===== config.mk =====
export PLATFORM = sky130hd
export DESIGN_NAME = spc_stop_mode_power_control
export DESIGN_NICKNAME = d
export VERILOG_FILES = /design/src/verilog/spc_pkg.sv /design/src/verilog/spc_stop_mode_power_control.sv
export SDC_FILE = /design/constraint.sdc
export NUM_CORES = 1
export LEC_CHECK = 0
export BUFFER_PORTS_ARGS = -buffer_cell sky130_fd_sc_hd__buf_2
export CORE_AREA = 2 2 39 41
export CTS_CLUSTER_DIAMETER = 60
export CTS_CLUSTER_SIZE = 14
export DETAILED_ROUTE_END_ITERATION = 8
export DIE_AREA = 0 0 41 43
export SLEW_MARGIN = 0
export SYNTH_ARGS = -nofsm -noshare
export SYNTH_HDL_FRONTEND = slang
export SYNTH_SLANG_ARGS = --single-unit

===== constraint.sdc =====
create_clock -name clk -period 4.2 [get_ports clk]
set_clock_uncertainty 0.15 [all_clocks]
set_input_delay 0.21 -clock clk [delete_from_list [all_inputs] [get_ports clk]]
set_output_delay 0.21 -clock clk [all_outputs]
set_load 0.1 [all_outputs]

===== src/verilog/spc_pkg.sv =====
/*
 * Package for the stop mode power control block: mode encodings, the
 * sequencer states and the control and status carriers.
 * Assumes one system clock and a synchronous active-high reset.
 */
package spc_pkg;

   // ----------------------------------------------------------------
   // Modes that software may request
   // ----------------------------------------------------------------
   localparam int  MODE_W = 2;
   typedef enum logic [1:0] {
      SPC_REQ_NONE  = 2'h0,
      SPC_REQ_LIGHT = 2'h1,
      SPC_REQ_DEEP  = 2'h2,
      SPC_REQ_FULL  = 2'h3
   } spc_req_type;

   // ----------------------------------------------------------------
   // Sequencer states, not Gray coded: run to deep, light to wake and resume to run each flip two bits
   // ----------------------------------------------------------------
   typedef enum logic [2:0] {
      SPC_RUN        = 3'h0,
      SPC_LIGHT_STOP = 3'h1,
      SPC_DEEP_STOP  = 3'h3,
      SPC_WAKE_WAIT  = 3'h2,
      SPC_RESUME     = 3'h6
   } spc_state_type;

   // ----------------------------------------------------------------
   // Regulator settings
   // ----------------------------------------------------------------
   typedef enum logic [1:0] {
      SPC_REG_FULL  = 2'h0,
      SPC_REG_LOOSE = 2'h1,
      SPC_REG_OFF   = 2'h2
   } spc_reg_type;

   // ----------------------------------------------------------------
   // Reset values
   // ----------------------------------------------------------------
   localparam logic RST_WAKE_FLAG = 1'b0;
   localparam logic RST_PIN_HOLD  = 1'b0;
   localparam logic RST_DEEP_WAKE = 1'b0;

   // Request and wake inputs travel together
   typedef struct packed {
      spc_req_type req;
      logic        stop_exec;
      logic        wake_event;
   } spc_ctrl_type;

   // Status seen by software and the core
   typedef struct packed {
      logic powerdown_wake_flag;
      logic pins_latched;
      logic regs_retained;
   } spc_status_type;

endpackage


===== src/verilog/spc_stop_mode_power_control.sv =====
/*
 * Stop mode sequencer: light stop and deep partial power-down stop,
 * regulator control, pin latch control and the wake flag.
 * Assumes the core, regulator and pins live outside; the wake source and
 * regulator good are asynchronous to clk, everything else is on clk.
 */
// Sequence overview
//   run        : core executes, regulator in full regulation
//   light stop : regulator loose, RAM and registers retained
//   deep stop  : regulator off, systems off, pins held latched
//   wake wait  : wake seen, waiting for the regulator to report good
//   resume     : one cycle, then back to run
// A light stop resumes after the stop instruction; a deep stop resumes
// through the reset vector, because register state did not survive.
//
// Limitations
//   The wake source is a level; a pulse shorter than one clock may be
//   missed by the synchroniser, so the source must hold it until the
//   core enters the wake wait.
//   The full power-down request code is decoded only to be dropped; a
//   core that issues it simply keeps running.
//   The pin latch is engaged on the clock of deep stop entry, so pin
//   values sampled by the pad ring must be stable at the stop instruction.
module spc_stop_mode_power_control
   import spc_pkg::*;
(
   input  wire logic           clk,
   input  wire logic           srst,
   input  wire spc_ctrl_type   ctrl,
   input  wire logic           regulator_in_reg,
   input  wire logic           powerdown_wake_acknowledge,
   output spc_reg_type         regulator_mode,
   output logic                ram_power_on,
   output logic                systems_power_on,
   output logic                reg_retain,
   output logic                pin_latch_en,
   output logic                core_halt,
   output logic                fetch_reset_vector,
   output logic                resume_after_stop,
   output logic                ack_readback,
   output spc_status_type      status
);

   // ----------------------------------------------------------------
   // Input synchronisers
   // ----------------------------------------------------------------
   // Wake source and regulator good come from outside the clock domain.
   // Bit 0 carries the wake level, bit 1 the regulator good level.
   localparam int SYNC_W = 2;

   logic [SYNC_W-1:0] async_in;
   logic [SYNC_W-1:0] sync_meta_q;
   logic [SYNC_W-1:0] sync_out_q;

   assign async_in = {regulator_in_reg, ctrl.wake_event};

   for (genvar b = 0; b < SYNC_W; b++) begin : g_sync
      // Only the second stage is read, so a metastable first stage
      // never reaches the sequencer
      always_ff @(posedge clk) begin
         sync_meta_q[b] <= async_in[b];
         sync_out_q[b]  <= sync_meta_q[b];
      end
   end

   wire logic wake_seen  = sync_out_q[0];
   wire logic regok_seen = sync_out_q[1];

   // ----------------------------------------------------------------
   // State and flags
   // ----------------------------------------------------------------
   spc_state_type state_q;
   spc_state_type state_d;
   logic          wake_flag_q;
   logic          wake_flag_d;
   logic          pin_hold_q;
   logic          pin_hold_d;
   logic          deep_wake_q;
   logic          deep_wake_d;

   wire logic go_light  = ctrl.stop_exec && (ctrl.req == SPC_REQ_LIGHT);
   wire logic go_deep   = ctrl.stop_exec && (ctrl.req == SPC_REQ_DEEP);
   // No path exists into full power-down; such a request is dropped
   wire logic in_stop   = (state_q == SPC_LIGHT_STOP) || (state_q == SPC_DEEP_STOP);
   wire logic resume_ev = (state_q == SPC_RESUME);
   wire logic wake_set  = resume_ev && deep_wake_q;
   wire logic ack_wr    = powerdown_wake_acknowledge;

   always_comb begin
      state_d     = state_q;
      deep_wake_d = deep_wake_q;
      case (state_q)
         SPC_RUN: begin
            if (go_light) begin
               state_d     = SPC_LIGHT_STOP;
               deep_wake_d = 1'b0;
            end else if (go_deep) begin
               state_d     = SPC_DEEP_STOP;
               deep_wake_d = 1'b1;
            end
         end
         SPC_LIGHT_STOP,
         SPC_DEEP_STOP: begin
            if (wake_seen) begin
               state_d = SPC_WAKE_WAIT;
            end
         end
         SPC_WAKE_WAIT: begin
            // No fixed cycle count: hold until regulation is good
            if (regok_seen) begin
               state_d = SPC_RESUME;
            end
         end
         SPC_RESUME: begin
            state_d = SPC_RUN;
         end
         default: begin
            state_d = SPC_RUN;
         end
      endcase
   end

   // Set beats a simultaneous acknowledge so a wake is never lost
   assign wake_flag_d = wake_set ? 1'b1 : (ack_wr ? 1'b0 : wake_flag_q);
   // Deep entry also wins over a simultaneous acknowledge, so the pins
   // are never released on the very clock they are meant to be held
   wire logic take_deep = go_deep && (state_q == SPC_RUN);
   assign pin_hold_d  = take_deep ? 1'b1 :
                        (ack_wr ? 1'b0 : pin_hold_q);

   always_ff @(posedge clk) begin
      if (srst) begin
         state_q     <= SPC_RUN;
         wake_flag_q <= RST_WAKE_FLAG;
         pin_hold_q  <= RST_PIN_HOLD;
         deep_wake_q <= RST_DEEP_WAKE;
      end else begin
         state_q     <= state_d;
         wake_flag_q <= wake_flag_d;
         pin_hold_q  <= pin_hold_d;
         deep_wake_q <= deep_wake_d;
      end
   end

   // ----------------------------------------------------------------
   // Outputs
   // ----------------------------------------------------------------
   // State decode shared by the regulator, power, retain and halt outputs
   wire logic st_light = (state_q == SPC_LIGHT_STOP);
   wire logic st_deep  = (state_q == SPC_DEEP_STOP);
   wire logic st_wait  = (state_q == SPC_WAKE_WAIT);

   // Systems stay off through the wake wait of a deep stop: the
   // regulator is still ramping and register state is already gone
   wire logic deep_pd = st_deep || (st_wait && deep_wake_q);

   // Regulator selection; the wake wait asks for full regulation so
   // the regulator can ramp while the core is still halted
   wire spc_reg_type reg_sel = st_deep  ? SPC_REG_OFF :
                               st_light ? SPC_REG_LOOSE :
                               SPC_REG_FULL;

   assign regulator_mode     = reg_sel;
   assign ram_power_on       = 1'b1;
   assign systems_power_on   = !deep_pd;
   assign reg_retain         = !deep_pd;
   assign pin_latch_en       = pin_hold_q;
   assign core_halt          = in_stop || st_wait;
   assign fetch_reset_vector = resume_ev && deep_wake_q;
   assign resume_after_stop  = resume_ev && !deep_wake_q;
   assign ack_readback       = 1'b0;
   // Software tells deep wake from a plain reset by this flag
   assign status.powerdown_wake_flag = wake_flag_q;
   assign status.pins_latched        = pin_hold_q;
   assign status.regs_retained       = !deep_pd;

endmodule

### Word-level counts from Yosys, hierarchy flattened

Cells that the tools add are included.

* input bits: 8
* bits in registers: 10
* output and inout port bits: 13
* word-level logic and storage cells: 47

* multiplexer cells: 12
* reduce and logical (&&, ||, !) cells: 18
* equality and inequality tests: 9

Operators with widths (count)
* $mux W3: 4
* $pmux W3 S3: 1
* $eq A3 B2 Y1 const B: 2
* $logic_and A1 B1 Y1: 6
* $mux W1: 6
* $reduce_bool A2 Y1: 3
* $ne A2 B2 Y1 const B: 2
* $eq A3 B1 Y1 const B: 1
* $eq A3 B3 Y1 const B: 1
* $logic_not A3 Y1: 1
* $logic_or A1 B1 Y1: 3
* $ne A3 B3 Y1 const B: 1
* $reduce_and A3 Y1: 1
* $eq A2 B1 Y1 const B: 1
* $eq A2 B2 Y1 const B: 1
* $logic_not A1 Y1: 2
* $mux W2: 1
* $reduce_and A2 Y1: 1
* $reduce_or A2 Y1: 1

### Depth between registers and ports, before layout

Gate-level depths: netlist of the first run.

* depth after elaboration: 5
* mapped depth: 4
* gate-level depth less buffers: 3

### Least setup slack after synthesis of the first run

Ideal clock, no wire load.

* path kind: flip-flop to output port
* from: reg state_q[0]
* to: out status[0] in the netlist's numbering
* path buffers: 2
* cell stages (with the launch flop): 4
* arrival: 3.287 ns
* slack: 0.553 ns
* data required time: 3.840 ns
* cells stage by stage: dfxtp_1 clkbuf_1 o21ai_0 buf_4

* word-level cells in the longest chain between the ends: 4
* elaborated cells on any way between the ends: 5
* those cells by class: 2 x eq/ne; 3 x reduce/logical

Ends and longest elaborated chain
* start, declared: line spc_stop_mode_power_control.sv:72 `spc_state_type state_q;`
* start signal, assigned: line spc_stop_mode_power_control.sv:138 `state_q <= state_d;`
* $eq A3 B2 Y1: line spc_stop_mode_power_control.sv:151 `wire logic st_wait = (state_q == SPC_WAKE_WAIT);`
* $logic_and A1 B1 Y1: line spc_stop_mode_power_control.sv:155 `wire logic deep_pd = st_deep || (st_wait && deep_wake_q);`
* $logic_or A1 B1 Y1 *: line spc_stop_mode_power_control.sv:155
* $logic_not A1 Y1 *
* end, declared: line spc_stop_mode_power_control.sv:41 `output spc_status_type status`

Every way passes the cells marked *; elsewhere a longest branch is shown, timed or not.

### Worst setup path in the final report of the first run

* from: reg state_q[2]
* to: out fetch_reset_vector

* word-level cells in the longest chain between the ends: 2

Ends and longest elaborated chain
* $eq A3 B3 Y1: line spc_stop_mode_power_control.sv:85 `wire logic resume_ev = (state_q == SPC_RESUME);`
* $logic_and A1 B1 Y1: line spc_stop_mode_power_control.sv:169 `assign fetch_reset_vector = resume_ev && deep_wake_q;`
* end, declared: line spc_stop_mode_power_control.sv:38 `output logic fetch_reset_vector,`

Every way passes these cells.

==> impl_metrics.tcl, run 1 <==
set metrics [dict create \
    hold_ws_ps 27.2 \
    clkTransAtPathRegs_ps 70 \
    min_period_ps 1940 \
    cts_buffers 3 \
    syn_inst 49 \
    drive_gt1_share_pct 40.0 \
    vias 371 \
    synthDistinctLibCells 24 \
    period_share_pct 46.2 \
    dr.pass1.iters 2 \
    dieArea_um2 1760 \
    drc_errors 0 \
    final_common_cell "buf_2" \
    numPortBuffers 18 \
    fmax_mhz 516 \
    fillers 140 \
    cp-start-kind "register" \
    diodes 0 \
    arrival_ps 1580 \
    start_util_pct 32.5 \
    crit_type "reg2out" \
    hold_path.class "in2reg" \
    tritoncts "done" \
    root_buffer "clkbuf_4" \
    maxCapViolCount 0 \
    rsz0062_at_grt "false" \
    final_cell_mix "18 x buf_2, 10 x dfxtp_1" \
    synthesis.nets 57 \
    seqCellArea_um2 200 \
    grt_max_degree 12 \
    rows 14 \
    syn_area_per_cell_um2 9.19 \
    gp_congestion 0.751 \
    fin_total_pwr_w 0.000264 \
    ir_drop_mv 0.171 \
    clock-sinks 10 \
    synth_seq_cells 10 \
    clk_path_buf_depth 2 \
    ant_nets 0 \
    post_cts_buffers 0 \
    status "finished, final reports clean" \
    finalInstanceArea_um2 561 \
    drv_slew 0 \
    drt-total-wl_um 772 \
    postSynth.asyncResetShare_pct 0 \
    cp-end-kind "output pin" \
    slowest_stage "dfxtp_1" \
    dieHeight_um 43 \
    via_per_inst 4.58 \
    p_leak_nw 0.263 \
    ys_warn_count 0 \
    synth_ff_type "dfxtp_1" \
    synth.area.top_cells "dfxtp_1 44%, buf_4 12%, nor3_1 3.3%" \
    ios 21 \
    clkLatencyLatePin_ps 260 \
    grtUsageTotal_pct 10.8 \
    power_density_nw_per_um2 471 \
    nNetsFinal 74 \
    first_iter_violations 2 \
    die_w_um 41 \
    placed_cell_area_um2 504 \
    synth_top_area_cell "dfxtp_1" \
    area_growth_pct 24.4 \
    netlist_area_um2 450 \
    wire_per_inst_um 9.53 \
    cp.required_ps 3840 \
    grt_pass1_wl_um 1240 \
    critPathMaxStageDelay_ps 470 \
    core_area_um2 1380 \
    grt_pass1_vias 315 \
    finalSetupTns_ps 0 \
    hold_viol 0 \
    dp_hpwl_um 575 \
    antenna_found_initial 0 \
    yosysSeqAreaShare_pct 44.4 \
    yosys.area.top_type_share_pct 44.4 \
    htreeDepth 1 \
    crit_chain "nand2_1 > nor3b_1 > buf_2" \
    grt_overflow_total 0 \
    synth-edff-count 0 \
    setup_viol 0 \
    path_max_fanout 8 \
    multi_input_area_um2 186 \
]
final timing paths:
check	to	start	depth (start not counted)	slack (ps)
worst max-delay path	fetch_reset_vector	state_q[2]	3	2260
worst min register to register	regok_seen	sync_meta_q[1]	0	180
worst max register to register	pin_latch_en	state_q[0]	3	2500
worst min-delay path	deep_wake_q	srst	2	30
power breakdown:
part / leakage (nW) / internal (W) / total, W / switching (W)
Sequential: 0.0827 / 0.000100 / 0.000107 / 0.00000605
Combinational: 0.159 / 0.0000158 / 0.0000708 / 0.0000551
Clock: 0.0210 / 0.0000526 / 0.0000865 / 0.0000339
Total: 0.263 / 0.000169 / 0.000264 / 0.0000950
layer usage:
metal / global-route usage [%] / vias to the layer above / routed length [um]
met4: 8.00 / 0 / 22
met3: 4.71 / 3 / 58
li1: - / 191 / -
met5: 0 / - / 0
met1: 13.4 / 162 / 350
met2: 14.1 / 15 / 341
Yosys cell counts, types with 2 or more instances:
library cell and number:
nor3b_1 2, buf_4 7, nor3_1 3, inv_1 2, nor2b_1 2, conb_1 2
nor2_1 3, o21ai_0 3, dfxtp_1 10
what timing repair did:
item                      4_1_cts  5_1_grt
hold endpoints to repair        2        0
resized for setup               0        0
hold buffers                    2        0
kinds of logic after synthesis:
logic type	Yosys count	synth area share, %
AOI/OAI and AO/OA	8	11.9
xor gates and xnor gates	1	1.94
buffers and inverters	10	14.2
DFF	10	44.4
other	2	1.67
and+or+nand+nor	18	25.8
final cells by class:
| type | count | share of cell area, % |
|---|---|---|
| Multi-Input combinational cell | 29 | 33.3 |
| Timing Repair Buffer | 20 | 19.6 |
| Sequential cell | 10 | 35.7 |
| Tap cell | 16 | 3.57 |
| Clock buffer | 4 | 6.47 |
| Inverter | 2 | 1.34 |
flip-flops by register name, summed over array words and instances (netlist names):
| signal | count |
|---|---|
| deep_wake_q | 1 |
| pin_latch_en | 1 |
| regok_seen | 1 |
| state_q | 3 |
| sync_meta_q | 2 |
| wake_flag_q | 1 |
| wake_seen | 1 |
stage by stage:
step	setup slack, ps	cells	utilization (%)
2_1_floorplan	553	49	-
3_3_place_gp	2510	75	36.4
3_5_place_dp	2500	75	36.4
4_1_cts	2230	81	40.5
5_1_grt	2110	81	40.5
6_report	2260	81	40.5
critical path: cells and delay by family, from the launching register on:
| family | cells | cell delay [ps] |
|---|---|---|
| buffers and inverters | 1 | 470 |
| and+or+nand+nor | 2 | 380 |
| DFF | 1 | 470 |
Note: power is estimated with default switching activity, not from simulation.
==> run 2: changes to the inputs <==
==> constraint.sdc (replaced) <==
create_clock -name clk -period 1.7 [get_ports clk]
set_clock_uncertainty 0.15 [all_clocks]
set_input_delay 0.085 -clock clk [delete_from_list [all_inputs] [get_ports clk]]
set_output_delay 0.085 -clock clk [all_outputs]
set_load 0.1 [all_outputs]
==> impl_metrics.tcl, run 2 (synthesis gave the netlist of run 1 again) <==
set metrics [dict create \
    rr_endpoint "deep_wake_q" \
    drt-total-wl_um 831 \
    numPortBuffers 18 \
    core_area_um2 1380 \
    ios 21 \
    post_cts_buffers 0 \
    rsz0062_at_grt "false" \
    setup_viol 0 \
    tritoncts "done" \
    dp_hpwl_um 634 \
    p_leak_nw 0.318 \
    grt_max_degree 11 \
    final_common_cell "buf_2" \
    diodes 0 \
    cp.required_ps 1740 \
    top_register "state_q" \
    fin_total_pwr_w 0.000664 \
    reg_top3 "state_q x3, sync_meta_q x2" \
    drv_slew 0 \
    dieArea_um2 1760 \
    dr.pass1.iters 1 \
    hold_ws_ps 37.7 \
    min_path_cells 3 \
    ir_drop_mv 0.487 \
    rows 14 \
    largest_reg_flops 3 \
    fin_cells 86 \
    start_util_pct 32.5 \
    grtUsageTotal_pct 11.5 \
    hold_viol 0 \
    crit_type "reg2reg" \
    min_period_ps 1600 \
    clock-sinks 10 \
    htreeDepth 1 \
    drc_errors 0 \
    die_w_um 41 \
    cts_buffers 3 \
    grt_pass1_vias 362 \
    power_density_nw_per_um2 917 \
    antenna_found_initial 0 \
    grt_pass1_wl_um 1350 \
    wire_per_inst_um 9.66 \
    area_growth_pct 60.8 \
    period_share_pct 94.0 \
    clkLatencyLatePin_ps 270 \
    grt_overflow_total 0 \
    status "finished, final reports clean" \
    via_per_inst 4.60 \
    root_buffer "clkbuf_4" \
    gp_congestion 0.769 \
    fmax_mhz 626 \
    final_cell_mix "11 x buf_2, 7 x dfxtp_1, 6 x clkbuf_4" \
    finalInstanceArea_um2 724 \
    dieHeight_um 43 \
    ant_nets 0 \
    clk_path_buf_depth 2 \
    arrival_ps 1630 \
    vias 396 \
    hold_path.class "in2reg" \
    maxCapViolCount 0 \
    place_inst 77 \
    path_max_fanout 3 \
    rrSetupSlack_ps 100 \
    clkTransAtPathRegs_ps 60 \
    r2r-start "state_q[1]" \
    hold_end "state_q[0]" \
    cp-end-kind "register" \
    cp-start-kind "register" \
    nNetsFinal 79 \
    drive_gt1_share_pct 51.4 \
    rr_worst_depth 3 \
    first_iter_violations 0 \
    min-delay-start "ctrl[1]" \
    placed_cell_area_um2 641 \
]
==> run 2: cell count changes in the layout (fill, tap and decap cells not counted), sizes merged <==
cell,delta
buf,-1
clkbuf,+3
dlygate4sd3,+3
==> run 2: how the worst max path moves through the flow <==
stage	startpoint	to	slack, ps	cells past startpoint
final	state_q[1]	deep_wake_q	100	3
after global routing	state_q[1]	resume_after_stop	40	4
after CTS	state_q[1]	systems_power_on	40	4
after detailed placement	state_q[1]	deep_wake_q	120	3
after global placement	state_q[1]	deep_wake_q	140	3
after floorplan	state_q[0]	wake_flag_q	-50	3
==> run 2: final cells by class <==
cell class              count  area [um2]
multi-input cells          29         241
flip-flops and latches     10         206
repair buffers             25         223
well taps                  16        20.0
clock buffers               4        26.3
inverters                   2        7.51
fillers                   130         659
==> run 2: repair_timing <==
| item | CTS | global route |
|---|---|---|
| resized for setup | 0 | 3 |
| setup endpoints to repair | 0 | 3 |
| hold endpoints to repair | 6 | 0 |
| hold buffers | 5 | 0 |
==> run 2: critical path, cell delays in order (launching register included) <==
cell	delay, ps
dfxtp_2	320
or3b_4	400
or4b_4	520
a31oi_1	140
==> run 2: metal layers <==
layer  vias to the layer above  GRT usage (%)  wire, um
met5                         -              0         0
met4                         0           10.0        19
met3                         2           1.57        50
met2                        13           15.9       390
met1                       181           14.9       371
li1                        200              -         -
==> run 2: through the flow <==
stage	util, %	TNS (ps)	setup slack [ps]
after floorplan	-	-60.7	-51.9
after global placement	46.3	0	136
after detailed placement	46.3	0	116
after CTS	51.8	0	37.0
after global routing	52.4	0	39.9
final	52.4	0	102
==> run 2: where the power goes <==
| part | leakage (nW) | total [W] | internal, W | switching [W] |
|---|---|---|---|---|
| Clock | 0.0150 | 0.000171 | 0.0000907 | 0.0000803 |
| Combinational | 0.219 | 0.000232 | 0.0000762 | 0.000156 |
| Sequential | 0.0842 | 0.000261 | 0.000249 | 0.0000125 |
| Total | 0.318 | 0.000664 | 0.000415 | 0.000249 |
